`src/logic/itc_pkg.sv`:
```
// Shared constants and types for the interrupt and temperature conversion link.
// Assumes one 200 MHz master clock at both ends and a four-wire serial link plus irq.
package itc_pkg;

  // Datapath widths
  localparam int ADC_W = 20;
  localparam int INTEG_W = 24;
  localparam int BYTE_W = 8;
  localparam int ADDR_W = 6;

  // Device register addresses (serial command byte, low bits)
  localparam logic [5:0] ADDR_STATUS = 6'h04;
  localparam logic [5:0] ADDR_STATUS_CLR = 6'h05;
  localparam logic [5:0] ADDR_MODE = 6'h06;
  localparam logic [5:0] ADDR_IRQ_EN = 6'h0A;
  localparam logic [5:0] ADDR_TEMP = 6'h0B;
  localparam int CMD_WR_BIT = 7;

  // Field positions
  localparam int TEMP_REQ_BIT = 5;
  localparam int TEMP_DONE_BIT = 5;

  // Reset values
  localparam logic [7:0] MODE_RST = 8'h00;
  localparam logic [7:0] IRQ_EN_RST = 8'h00;
  localparam logic [7:0] TEMP_RST = 8'h00;
  localparam logic [7:0] STATUS_RST = 8'h00;
  localparam logic [7:0] TEMP_OFFSET_DEF = 8'h00;
  localparam logic ZX_RST = 1'b1;

  // Timing counts in master clock cycles, then filter shifts, modulator full scale and last bit of a byte
  localparam int TEMP_CONV_CYCLES = 24;
  localparam int CONV_CNT_W = 5;
  localparam logic [4:0] CONV_LAST = 5'(TEMP_CONV_CYCLES - 1);
  localparam int MOD_DIV = 4;
  localparam logic [1:0] MOD_DIV_LAST = 2'(MOD_DIV - 1);
  localparam int LPF_SHIFT = 4;
  localparam int ZX_SHIFT = 6;
  localparam logic signed [19:0] MOD_FS = 20'sh40000;
  localparam logic [2:0] BYTE_LAST = 3'h7;

  // Host serial timing
  localparam int SCLK_HALF = 12;
  localparam int DIV_W = 8;
  localparam logic [7:0] HALF_LAST = 8'(SCLK_HALF - 1);
  localparam int XFER_BITS = 16;
  localparam logic [4:0] XFER_LAST = 5'(XFER_BITS - 1);

  // Host register port
  localparam int HREG_W = 16;
  localparam logic [3:0] HREG_CMD = 4'h0;
  localparam logic [3:0] HREG_RESULT = 4'h4;
  localparam logic [3:0] HREG_CFG = 4'h8;
  localparam int CFG_GIE_BIT = 0;
  localparam logic CFG_GIE_RST = 1'b1;

  // State enumerations
  typedef enum logic [1:0] {DEV_CMD, DEV_DATA} itc_dev_phase_t;
  typedef enum logic [1:0] {HOST_IDLE, HOST_SHIFT, HOST_GAP} itc_host_phase_t;

endpackage

```
`src/logic/itc_link_if.sv`:
```
// Serial link and open-drain interrupt line between device and host.
// Assumes an external pull-up on the interrupt wire, modelled here.
`timescale 1ns/1ps
interface itc_link_if;
  logic sclk;
  logic cs_n;
  logic mosi;
  logic miso;
  logic irq_o;
  logic irq_oe;
  logic irq_n;

  // Wire level: pulled high unless the device drives it
  assign irq_n = irq_oe ? irq_o : 1'b1;

  modport dev (input sclk, input cs_n, input mosi, output miso, output irq_o, output irq_oe);
  modport host (output sclk, output cs_n, output mosi, input miso, input irq_n);
endinterface

```
`src/logic/itc_device.sv`:
```
// Device end: serial register slave, interrupt line control, temperature sequencer.
// Assumes link pins come from another clock domain; samples arrive on clk_in.
`timescale 1ns/1ps
module itc_device #(
  parameter logic [7:0] TEMP_OFFSET = itc_pkg::TEMP_OFFSET_DEF
) (
  // Clock and reset
  input wire logic clk_in,
  input wire logic resetn_in,
  // Serial link and interrupt line
  itc_link_if.dev link,
  // Converter inputs, digitised front-end levels
  input wire logic signed [itc_pkg::ADC_W-1:0] cur_sample_in,
  input wire logic signed [itc_pkg::ADC_W-1:0] volt_sample_in,
  input wire logic signed [itc_pkg::ADC_W-1:0] temp_sense_in,
  // Other interrupt sources, one-cycle pulses
  input wire logic [7:0] event_in,
  // Observed state
  output logic zx_out,
  output logic mod_bit_out,
  output logic signed [itc_pkg::ADC_W-1:0] adc_word_out,
  output logic [7:0] temp_out
);
  import itc_pkg::*;

  typedef struct packed {
    logic [2:0] sclk_s;
    logic [1:0] cs_s;
    logic [1:0] mosi_s;
    itc_dev_phase_t phase;
    logic [2:0] bitc;
    logic [7:0] rx;
    logic [7:0] tx;
    logic [ADDR_W-1:0] addr;
    logic rd;
    logic hold;
    logic [7:0] snap;
    logic [7:0] status;
    logic [7:0] mode;
    logic [7:0] irq_en;
    logic [7:0] temp;
    logic irq_lvl;
    logic irq_oe;
    logic miso;
    logic conv_busy;
    logic [CONV_CNT_W-1:0] conv_cnt;
    logic [1:0] mod_div;
    logic signed [INTEG_W-1:0] integ;
    logic mod_bit;
    logic signed [ADC_W-1:0] adc_word;
    logic signed [ADC_W-1:0] zx_filt;
    logic zx;
  } itc_dev_state_t;

  itc_dev_state_t r;
  itc_dev_state_t n;
  logic fall;
  logic rise;
  logic cs_act;
  logic zx_evt;
  logic tick;
  logic done;
  logic [7:0] rx_new;
  logic [7:0] set_flags;
  logic [7:0] clr_flags;
  logic signed [INTEG_W-1:0] mod_in;
  logic signed [INTEG_W-1:0] fb;

  // One step of a first-order low-pass toward a target
  function automatic logic signed [ADC_W-1:0] lpf_step(
    input logic signed [ADC_W-1:0] cur,
    input logic signed [ADC_W-1:0] tgt,
    input int sh
  );
    logic signed [ADC_W:0] diff;
    diff = {tgt[ADC_W-1], tgt} - {cur[ADC_W-1], cur};
    lpf_step = cur + ADC_W'(diff >>> sh);
  endfunction

  // Next-state logic
  always_comb begin
    n = r;
    done = 1'b0;
    clr_flags = '0;
    rx_new = '0;

    // Synchronisers on link pins
    n.sclk_s = {r.sclk_s[1:0], link.sclk};
    n.cs_s = {r.cs_s[0], link.cs_n};
    n.mosi_s = {r.mosi_s[0], link.mosi};
    fall = r.sclk_s[2] & ~r.sclk_s[1];
    rise = ~r.sclk_s[2] & r.sclk_s[1];
    cs_act = ~r.cs_s[1];

    // Zero crossing from the filtered voltage channel
    n.zx_filt = lpf_step(r.zx_filt, volt_sample_in, ZX_SHIFT);
    n.zx = ~r.zx_filt[ADC_W-1];
    zx_evt = n.zx ^ r.zx;

    // Modulator and averaging filter, ticked at a quarter of clk_in
    tick = (r.mod_div == MOD_DIV_LAST);
    n.mod_div = tick ? '0 : r.mod_div + 2'h1;
    mod_in = INTEG_W'(r.conv_busy ? temp_sense_in : cur_sample_in);
    fb = r.mod_bit ? INTEG_W'(MOD_FS) : -INTEG_W'(MOD_FS);
    if (tick) begin
      n.integ = r.integ + mod_in - fb;
      n.mod_bit = ~n.integ[INTEG_W-1];
      n.adc_word = lpf_step(r.adc_word, r.mod_bit ? MOD_FS : -MOD_FS, LPF_SHIFT);
    end

    // Temperature sequencer
    if (r.conv_busy) begin
      n.conv_cnt = r.conv_cnt + 5'h01;
      if (r.conv_cnt == CONV_LAST) begin
        n.conv_busy = 1'b0;
        n.temp = r.adc_word[ADC_W-1 -: BYTE_W] - TEMP_OFFSET;
        n.mode[TEMP_REQ_BIT] = 1'b0;
        done = 1'b1;
      end
    end else if (r.mode[TEMP_REQ_BIT] && zx_evt) begin
      n.conv_busy = 1'b1;
      n.conv_cnt = '0;
    end

    // Events always latch, whatever the enables
    set_flags = event_in;
    set_flags[TEMP_DONE_BIT] = event_in[TEMP_DONE_BIT] | done;

    // Events that arrive while a clearing read is open stay pending
    if (r.hold) begin
      n.snap = r.snap & ~set_flags;
    end

    // Serial slave: sample on falling sclk, shift out on rising sclk
    if (!cs_act) begin
      n.phase = DEV_CMD;
      n.bitc = '0;
      n.hold = 1'b0;
      n.miso = 1'b0;
    end else if (fall) begin
      rx_new = {r.rx[6:0], r.mosi_s[1]};
      n.rx = rx_new;
      n.bitc = r.bitc + 3'h1;
      if (r.bitc == BYTE_LAST) begin
        if (r.phase == DEV_CMD) begin
          n.phase = DEV_DATA;
          n.addr = rx_new[ADDR_W-1:0];
          n.rd = ~rx_new[CMD_WR_BIT];
          n.tx = '0;
          if (!rx_new[CMD_WR_BIT]) begin
            // Read decode
            if (rx_new[ADDR_W-1:0] == ADDR_STATUS) begin
              n.tx = r.status;
            end else if (rx_new[ADDR_W-1:0] == ADDR_STATUS_CLR) begin
              n.tx = r.status;
              n.snap = r.status;
              n.hold = 1'b1;
            end else if (rx_new[ADDR_W-1:0] == ADDR_MODE) begin
              n.tx = n.mode;
            end else if (rx_new[ADDR_W-1:0] == ADDR_IRQ_EN) begin
              n.tx = r.irq_en;
            end else if (rx_new[ADDR_W-1:0] == ADDR_TEMP) begin
              n.tx = r.temp;
            end
          end
        end else begin
          n.phase = DEV_CMD;
          n.miso = 1'b0;
          // Write decode, unmapped addresses ignored
          if (!r.rd) begin
            if (r.addr == ADDR_MODE) begin
              n.mode = rx_new;
            end else if (r.addr == ADDR_IRQ_EN) begin
              n.irq_en = rx_new;
            end
          end
          // Status byte fully shifted: clear what was returned
          if (r.hold) begin
            clr_flags = r.snap;
            n.hold = 1'b0;
          end
        end
      end
    end else if (rise && r.phase == DEV_DATA && r.rd) begin
      n.miso = r.tx[BYTE_W-1];
      n.tx = {r.tx[6:0], 1'b0};
    end

    // A new event wins over a clear in the same cycle
    n.status = (r.status & ~clr_flags) | set_flags;
    n.irq_lvl = 1'b0;
    n.irq_oe = ~n.hold & |(n.status & n.irq_en);
  end

  // State register
  always_ff @(posedge clk_in or negedge resetn_in) begin
    if (!resetn_in) begin
      r <= '0;
      r.cs_s <= 2'h3;
      r.status <= STATUS_RST;
      r.mode <= MODE_RST;
      r.irq_en <= IRQ_EN_RST;
      r.temp <= TEMP_RST;
      r.zx <= ZX_RST;
    end else begin
      r <= n;
    end
  end

  // Outputs straight from state
  assign link.miso = r.miso;
  assign link.irq_o = r.irq_lvl;
  assign link.irq_oe = r.irq_oe;
  assign zx_out = r.zx;
  assign mod_bit_out = r.mod_bit;
  assign adc_word_out = r.adc_word;
  assign temp_out = r.temp;

endmodule

```
`src/flat_wrapper.sv`:
```
// flat-port wrapper written by rule: the top's interface ports become plain ports
module itc_device_flat import itc_pkg::*;
#(
  parameter logic [7:0] TEMP_OFFSET = itc_pkg::TEMP_OFFSET_DEF
)
  (clk_in, resetn_in, cur_sample_in, volt_sample_in, temp_sense_in, event_in, zx_out, mod_bit_out, adc_word_out, temp_out, link_sclk, link_cs_n, link_mosi, link_miso, link_irq_o, link_irq_oe);
  itc_link_if link_i ();
  input wire logic clk_in;
  input wire logic resetn_in;
  input wire logic signed [itc_pkg::ADC_W-1:0] cur_sample_in;
  input wire logic signed [itc_pkg::ADC_W-1:0] volt_sample_in;
  input wire logic signed [itc_pkg::ADC_W-1:0] temp_sense_in;
  input wire logic [7:0] event_in;
  output logic zx_out;
  output logic mod_bit_out;
  output logic signed [itc_pkg::ADC_W-1:0] adc_word_out;
  output logic [7:0] temp_out;
  input wire logic [$bits(link_i.sclk)-1:0] link_sclk;
  input wire logic [$bits(link_i.cs_n)-1:0] link_cs_n;
  input wire logic [$bits(link_i.mosi)-1:0] link_mosi;
  output wire logic [$bits(link_i.miso)-1:0] link_miso;
  output wire logic [$bits(link_i.irq_o)-1:0] link_irq_o;
  output wire logic [$bits(link_i.irq_oe)-1:0] link_irq_oe;
  assign link_i.sclk = link_sclk;
  assign link_i.cs_n = link_cs_n;
  assign link_i.mosi = link_mosi;
  assign link_miso = link_i.miso;
  assign link_irq_o = link_i.irq_o;
  assign link_irq_oe = link_i.irq_oe;
  itc_device #(.TEMP_OFFSET(TEMP_OFFSET)) u_core (.clk_in(clk_in), .resetn_in(resetn_in), .link(link_i), .cur_sample_in(cur_sample_in), .volt_sample_in(volt_sample_in), .temp_sense_in(temp_sense_in), .event_in(event_in), .zx_out(zx_out), .mod_bit_out(mod_bit_out), .adc_word_out(adc_word_out), .temp_out(temp_out));
endmodule
```
`config.mk`:
```
export PLATFORM = sky130hd
export DESIGN_NAME = itc_device_flat
export DESIGN_NICKNAME = d
export VERILOG_FILES = /design/src/logic/itc_pkg.sv /design/src/logic/itc_link_if.sv /design/src/logic/itc_device.sv /design/src/flat_wrapper.sv
export SDC_FILE = /design/constraint.sdc
export NUM_CORES = 1
export LEC_CHECK = 0
export CAP_MARGIN = 25
export CORE_MARGIN = 5
export CORE_UTILIZATION = 55
export CTS_CLUSTER_SIZE = 20
export DETAILED_ROUTE_END_ITERATION = 6
export DONT_BUFFER_PORTS = 1
export PLACE_DENSITY = 0.73
export SYNTH_ARGS = -nofsm -noshare
export SYNTH_HDL_FRONTEND = slang
export SYNTH_SLANG_ARGS = --single-unit
```
`constraint.sdc`:
```
create_clock -name clk_in -period 5.83 [get_ports clk_in]
set_input_delay 1.749 -clock clk_in [delete_from_list [all_inputs] [get_ports clk_in]]
set_output_delay 1.749 -clock clk_in [all_outputs]
set_load 0.02 [all_outputs]
```
# Word-level counts from Yosys, hierarchy flattened
# Cells that the tools add are included.
dict set report classes {
  add_sub_neg 9
  multipliers 0
  div 0
  order_cmp 0
  eq_ne 15
  shift 0
  muxes 52
  n_bitwise 20
  reduce_logical 17
}
# operator count
set op_table {}
lappend op_table {{2-to-1 mux 8 bit} 18}
lappend op_table {{2-to-1 mux 24 bit} 3}
lappend op_table {{2-to-1 mux 14 bit} 5}
lappend op_table {{subtractor 20 x 20 -> 21 bit} 2}
lappend op_table {{2-to-1 mux 9 bit} 4}
lappend op_table {{adder 24 bit} 1}
lappend op_table {{bitwise AND 8 bit} 3}
lappend op_table {{== test 6 x 3 -> 1 bit, second input constant} 4}
lappend op_table {{subtractor 24 bit} 1}
lappend op_table {{adder 20 x 15 -> 20 bit} 1}
lappend op_table {{adder 20 x 17 -> 20 bit} 1}
lappend op_table {{2-to-1 mux 20 bit} 1}
lappend op_table {{== test 6 x 4 -> 1 bit, second input constant} 3}
lappend op_table {{2-to-1 mux 6 bit} 3}
lappend op_table {{NOT 8 bit} 2}
lappend op_table {{2-to-1 mux 15 bit} 1}
lappend op_table {{2-to-1 mux 1 bit} 13}
lappend op_table {{2-to-1 mux 13 bit} 1}
lappend op_table {{NOT 1 bit} 9}
lappend op_table {{OR 8 bit} 1}
lappend op_table {{AND reduction 4 bit} 2}
lappend op_table {{nonzero test 2 bit} 4}
lappend op_table {{OR reduction 8 bit} 1}
lappend op_table {{!= test 3 x 2 -> 1 bit, second input constant} 2}
lappend op_table {{other kinds (19)} 27}
dict set report word_totals {
  ff_bits 152
  latch_bits 0
  ramBits 0
  romBits 0
  in_bits 73
  output_inout_bits 33
  n_memories 0
}

# Depth between registers and ports, before layout
# Gate-level depths: netlist (run 1).
dict set report logic_depth {
  depth_word 16
  depth_mapped 20
  ltp_nobuf 20
}

# Least setup slack after synthesis (run 1)
# Ideal clock, no wire load.
dict set report synth_timing {
  kind {input-to-reg}
  startpoint {input volt_sample_in[6] in the netlist's numbering}
  endpoint {register u_core.r[20] in the netlist's numbering}
  setup_time_ps 145
  t_arrival_ps 5476
  required_ps 5685
  setup_slack_ps 209
  stages 17
  path_buffers 1
  cell_sequence {ha_1 > a211oi_1 > o21ai_0 > a21oi_1 > nor3_1 > or3_1 > o211a_1 > o211a_1 > o21ai_0 > ha_1 > clkbuf_1 > o21a_1 > o21ai_0 > o21ai_0 > a21oi_1 > xnor2_1 > xnor2_1}
}
# element line_no
set synth_lines {}
lappend synth_lines {{start, declared} flat_wrapper.sv:11} ;# input wire logic signed [itc_pkg::ADC_W-1:0] volt_sample_in;
lappend synth_lines {{end signal, assigned} itc_device.sv:206} ;# r <= n;
lappend synth_lines {{end, declared} itc_device.sv:55} ;# itc_dev_state_t r;

==> results of run 1 <==
sequential cells by signal, summed over array words and instances (netlist names):
register / cells
u_core.temp_out: 8
u_core.r: 114
u_core.n: 4
u_core.link.miso: 1
u_core.zx_out: 1
u_core.mod_bit_out: 1
u_core.link.irq_oe: 1
u_core.adc_word_out: 20
per-stage QoR:
| step | cell area (um2) | cells | setup slack [ns] |
|---|---|---|---|
| floorplan | 10500 | 1154 | 0.209 |
| global placement | 10600 | 1337 | 0.205 |
| detailed placement | 10600 | 1337 | 0.0780 |
| CTS | 11100 | 1369 | 0.512 |
| global route | 11100 | 1370 | 0.0580 |
| finish | 11100 | 1370 | 0.494 |
kinds of logic (layout without fill, tap and decap cells):
family                     count (synthesis)  after routing  synth area share
AOI/OAI and AO/OA                        271            271             0.160
xor gates and xnor gates                  79             79            0.0656
adders and majority gates                111            111             0.136
buffers and inverters                    152            133            0.0646
DFF                                      150            150             0.356
muxes                                     70             70            0.0728
other                                      1              2          0.000356
and+or+nand+nor                          320            320             0.144
cell usage after synthesis, types with 19 or more instances:
cell	n
nor3_1	19
a21oi_1	83
nand2_1	126
nor2_1	72
xor2_1	27
a21o_1	30
clkbuf_1	23
o21ai_0	76
inv_1	94
mux2_2	43
mux2i_1	26
dfrtp_1	147
buf_4	29
ha_1	105
xnor2_1	52
power groups by stage:
stage / clock [W] / combinational (W) / sequential, W
final: 0.00108 / 0.00480 / 0.00175
after global routing: 0.00115 / 0.00546 / 0.00179
after CTS: 0.00110 / 0.00480 / 0.00176
after detailed placement: 0 / 0.00475 / 0.00177
after global placement: 0 / 0.00465 / 0.00177
after floorplan: 0 / 0.00415 / 0.00155
final timing paths:
path                                        startpoint                 endpoint  slack, ns  depth (start not counted)
worst max-delay path                 volt_sample_in[6]             u_core.r[20]       0.49                         19
worst min-delay path                     u_core.n[147]            u_core.r[147]       0.35                          0
worst max register to register  u_core.adc_word_out[3]  u_core.adc_word_out[17]       1.23                         14
worst min register to register           u_core.n[147]            u_core.r[147]       0.35                          0
max in group asynchronous                    resetn_in            u_core.n[149]       4.56                          0
min in group asynchronous                    resetn_in              u_core.r[6]       1.02                          0
per-layer routing:
metal,share of wire,vias up
li1,-,3961
met1,0.45,3800
met2,0.48,191
met3,0.056,29
met4,0.018,0
met5,0,-
final cells by class:
type                            instances  area (um2)
Sequential cell                       150        3760
Clock buffer                           21         460
Tap cell                              234         293
Timing Repair Buffer                    5        37.5
Fill cell                            1665        7630
Antenna cell                            1        2.50
Inverter                               96         360
Multi-Input combinational cell        852        6110
Clock inverter                         11         114
critical path: cells and delay by family:
kind / cells / cell delay [ns]
AO/OA/AOI/OAI: 10 / 1.91
XOR/XNOR: 3 / 0.42
adder cells (fa/ha/maj): 2 / 0.62
AND/OR/NAND/NOR: 4 / 0.99
==> out/metrics.yaml, run 1 <==
status: "finished clean"
ys_async_sr_fraction: 1.00
clockBufferDepth: 2
busiest_layer: "met2"
io_pins: 106
syn-num-nets: 1338
grt_max_degree: 151
fmax_mhz: 187
cts-root-buf: "clkbuf_16"
synth_top_area_cell: "dfrtp_1"
antenna_found_initial: 1
die_area_um2: 22000
wl_per_cell_um: 16.3
synth_edf_count: 0
power_w: 0.00763
period_minus_slack_ns: 5.34
via_count: 7981
initial_core_util: 0.562
netlist_instances: 1154
clk_latency_ns: 0.42
gr-usage-met2: 0.336
cts_setup_buffers: 0
clkPwrFrac: 0.141
cts.sinks: 150
drtIter0Drc: 322
synth_area_leaders: "dfrtp_1, ha_1, mux2_2, nand2_1, xnor2_1"
fp-row-count: 50
yosys_most_used_dff: "dfrtp_1"
design.core.area_um2: 18800
seqPwrFrac: 0.229
syn_area_um2: 10500
grtUsageMet1: 0.276
maxCapViolCount: 0
drtPass1Iterations: 5
fp.dieW_um: 148
dp_hpwl_mm: 16.3
grt_pass1_vias: 7623
switchingPower_w: 0.00347
area_growth_pct: 5.65
crit_type: "in -> reg"
power_density_nw_per_um2: 685
rsz0062_at_grt: "no"
crit_chain: "ha_1 > a211oi_1 > o21ai_0 > a21oi_1 > nor3_1 > or3_1 > o211a_1 > o21a_1 > nor2_1 > xnor2_1 > ha_1 > or3_1 > o21ai_0 > a21oi_1 > a211oi_1 > o21ai_0 > a21oi_1 > xnor2_1 > xnor2_1"
critical-path-slowest-cell: "or3_1"
synthDominantCellAreaShare: 0.349
min_period_over_period: 0.915
routed_via_density: 5.83
grt_pass1_wl_mm: 37.3
switching_share: 0.455
cp.required_ns: 6.17
p_leak_nw: 5.08
drive_gt1_frac: 0.0881
grt-ovfl-total: 0
slew_viol_final: 0
tightestPinTransition_ns: 1.06
max_stage_delay_ns: 0.44
pwr-share-comb: 0.629
drc: 0
holdBufCountCts: 0
min_path_type: "reg -> reg"
yosys_warnings: 0
end_kind: "flop"
seq_area_frac_synth: 0.356
ir_drop_mv: 0.382
mostFrequentLayoutCell: "dfrtp_1"
setup_tns_ns: 0
worst-path-max-fanout: 5
layout_common_cells: "dfrtp_1, nand2_1, ha_1, inv_1, a21oi_1"
hold_viol_final: 0
setup_viol: 0
grtUsageTotal: 0.206
cts_resized: 0
grt_use_met3: 0.0488
die_height_um: 148
p_int_w: 0.00416
utilization: 0.593
htreeDepth: 4
ant_nets: 0
synth_cell_types: 72
relSlewSlack: 0.293
cp-start-kind: "primary input"
fin_nets: 1306
arrival_ns: 5.68
syn_avg_cell_area_um2: 9.13
cts_tree: "yes"
routabilityCongestion: 0.866
clk_pin_slew_ns: 0.07
io_buffer_count: 0
finalClockSkew_ns: 0.00953
ys_seq_elements: 150
cts_made_buffers: 17
whs_ns: 0.351
wirelength_mm: 22.3
Note: power is estimated with default switching activity, not from simulation.
==> inputs of run 2 (changes only) <==
--- a/config.mk
+++ b/config.mk
@@ -12,6 +12,7 @@
 export DETAILED_ROUTE_END_ITERATION = 6
 export DONT_BUFFER_PORTS = 1
 export PLACE_DENSITY = 0.73
+export RECOVER_POWER = 50
 export SYNTH_ARGS = -nofsm -noshare
 export SYNTH_HDL_FRONTEND = slang
 export SYNTH_SLANG_ARGS = --single-unit
==> run 2 against run 1 <==
Net effect: the run now ends with max-capacitance violations, max-slew violations left; critical path depth unchanged; wire length about the same; register-to-register slack about the same; non-clock buffer count unchanged; largest power group unchanged; highest routed layer unchanged.
==> out/metrics.yaml, run 2 (synthesized netlist as in run 1, its figures left out) <==
cts-root-buf: "clkbuf_16"
maxCapViolCount: 1
status: "complete, but fails checks"
htreeDepth: 4
io_pins: 106
clk_pin_slew_ns: 0.07
seq_area_um2: 3760
cp-start-kind: "primary input"
relSlewSlack: -1.01
period_minus_slack_ns: 5.34
grt_pass1_wl_mm: 37.3
reg2reg_depth: 14
placed_cell_area_um2: 10600
drc: 0
crit_type: "in -> reg"
holdBufCountCts: 0
grtUsageTotal: 0.206
cts_made_buffers: 17
drtIter0Drc: 322
slew_viol_final: 69
fin_area_um2: 11100
end_kind: "flop"
r2r_end: "u_core.adc_word_out[17]"
fp-row-count: 50
design.core.area_um2: 18800
worst-path-max-fanout: 5
p_leak_nw: 5.08
whs_endpoint: "u_core.r[147]"
drtPass1Iterations: 5
die_height_um: 148
finalClockSkew_ns: 0.00951
hp-start: "u_core.n[147]"
wl_per_cell_um: 16.2
routed_via_density: 5.82
min_path_type: "reg -> reg"
die_area_um2: 22000
area_growth_pct: 5.58
multiInputGateArea_um2: 6110
fin_nets: 1306
ant_nets: 0
cts_tree: "yes"
antenna_found_initial: 1
initial_core_util: 0.562
grt_max_degree: 151
layout_common_cells: "dfrtp_1, nand2_1, ha_1, inv_1, a21oi_1"
largest_reg_flops: 114
regToRegSetupSlack_ns: 1.23
min_period_over_period: 0.916
cts.sinks: 150
setup_tns_ns: 0
clockBufferDepth: 2
grt-ovfl-total: 0
arrival_ns: 5.68
fp.dieW_um: 148
dp_cells: 1337
hold_viol_final: 0
fin_cells: 1370
crit_chain: "ha_1 > a211oi_1 > o21ai_0 > a21oi_1 > nor3_1 > or3_1 > o211a_1 > o21a_1 > nor2_1 > xnor2_1 > ha_1 > or3_1 > o21ai_0 > a21oi_1 > a211oi_1 > o21ai_0 > a21oi_1 > xnor2_1 > xnor2_1"
ir_drop_mv: 0.382
tightestPinTransition_ns: 3.01
routabilityCongestion: 0.866
max_stage_delay_ns: 0.44
rsz0062_at_grt: "no"
fmax_mhz: 187
drive_gt1_frac: 0.0863
whs_path_depth: 0
power_density_nw_per_um2: 686
wirelength_mm: 22.3
io_buffer_count: 0
clk_latency_ns: 0.42
cts_resized: 0
grt_pass1_vias: 7623
via_count: 7977
violations: "max-capacitance violations, max-slew violations"
num-fill-cells: 1666
cts_setup_buffers: 0
dp_hpwl_mm: 16.3
critical-path-slowest-cell: "or3_1"
setup_viol: 0
cp.required_ns: 6.17
reg2reg_from: "u_core.adc_word_out[3]"
regMostFlops: "u_core.r"
mostFrequentLayoutCell: "dfrtp_1"
run 2: power breakdown:
group          total, W  internal [W]  switching [W]
logic           0.00480       0.00220        0.00260
clock network   0.00108      0.000619       0.000461
registers       0.00175       0.00134       0.000410
total           0.00763       0.00416        0.00347
run 2: layout make-up:
| class | instances | share of cell area |
|---|---|---|
| Tap cell | 234 | 0.0263 |
| Timing Repair Buffer | 5 | 0.00270 |
| Sequential cell | 150 | 0.338 |
| Clock inverter | 11 | 0.0102 |
| Multi-Input combinational cell | 852 | 0.549 |
| Inverter | 96 | 0.0324 |
| Antenna cell | 1 | 0.000225 |
| Clock buffer | 21 | 0.0414 |
run 2: metrics by stage:
| step | hold WS, ns | setup WS (ns) | utilization | power [W] |
|---|---|---|---|---|
| after floorplan | 0.331 | 0.209 | - | 0.00570 |
| after global placement | 0.336 | 0.205 | 0.563 | 0.00641 |
| after detailed placement | 0.336 | 0.0780 | 0.563 | 0.00652 |
| after CTS | 0.352 | 0.512 | 0.593 | 0.00766 |
| after global routing | 0.353 | 0.0580 | 0.593 | 0.00840 |
| final | 0.351 | 0.492 | 0.593 | 0.00763 |
run 2: worst max-delay path, delay by kind of cell:
| family | cells | cell delay, ns |
|---|---|---|
| and+or+nand+nor | 4 | 0.99 |
| AOI/OAI and AO/OA | 10 | 1.91 |
| adders and majority gates | 2 | 0.62 |
| xor gates and xnor gates | 3 | 0.42 |
run 2: how the worst max path moves through the flow:
stage | from | to | slack, ns | cells past startpoint
floorplan | volt_sample_in[6] | u_core.r[20] | 0.21 | 17
detailed placement | volt_sample_in[6] | u_core.r[20] | 0.08 | 19
global placement | volt_sample_in[6] | u_core.r[20] | 0.20 | 19
finish | volt_sample_in[6] | u_core.r[20] | 0.49 | 19
CTS | volt_sample_in[6] | u_core.r[20] | 0.51 | 19
global route | volt_sample_in[6] | u_core.r[20] | 0.06 | 19
run 2: routing by layer:
layer / wire, um / GRT usage / share of wire / vias up
met2: 10600 / 0.336 / 0.48 / 192
li1: - / - / - / 3959
met5: 0 / 0 / 0 / -
met3: 1280 / 0.0488 / 0.058 / 31
met4: 441 / 0.0587 / 0.020 / 0
met1: 9940 / 0.276 / 0.45 / 3795
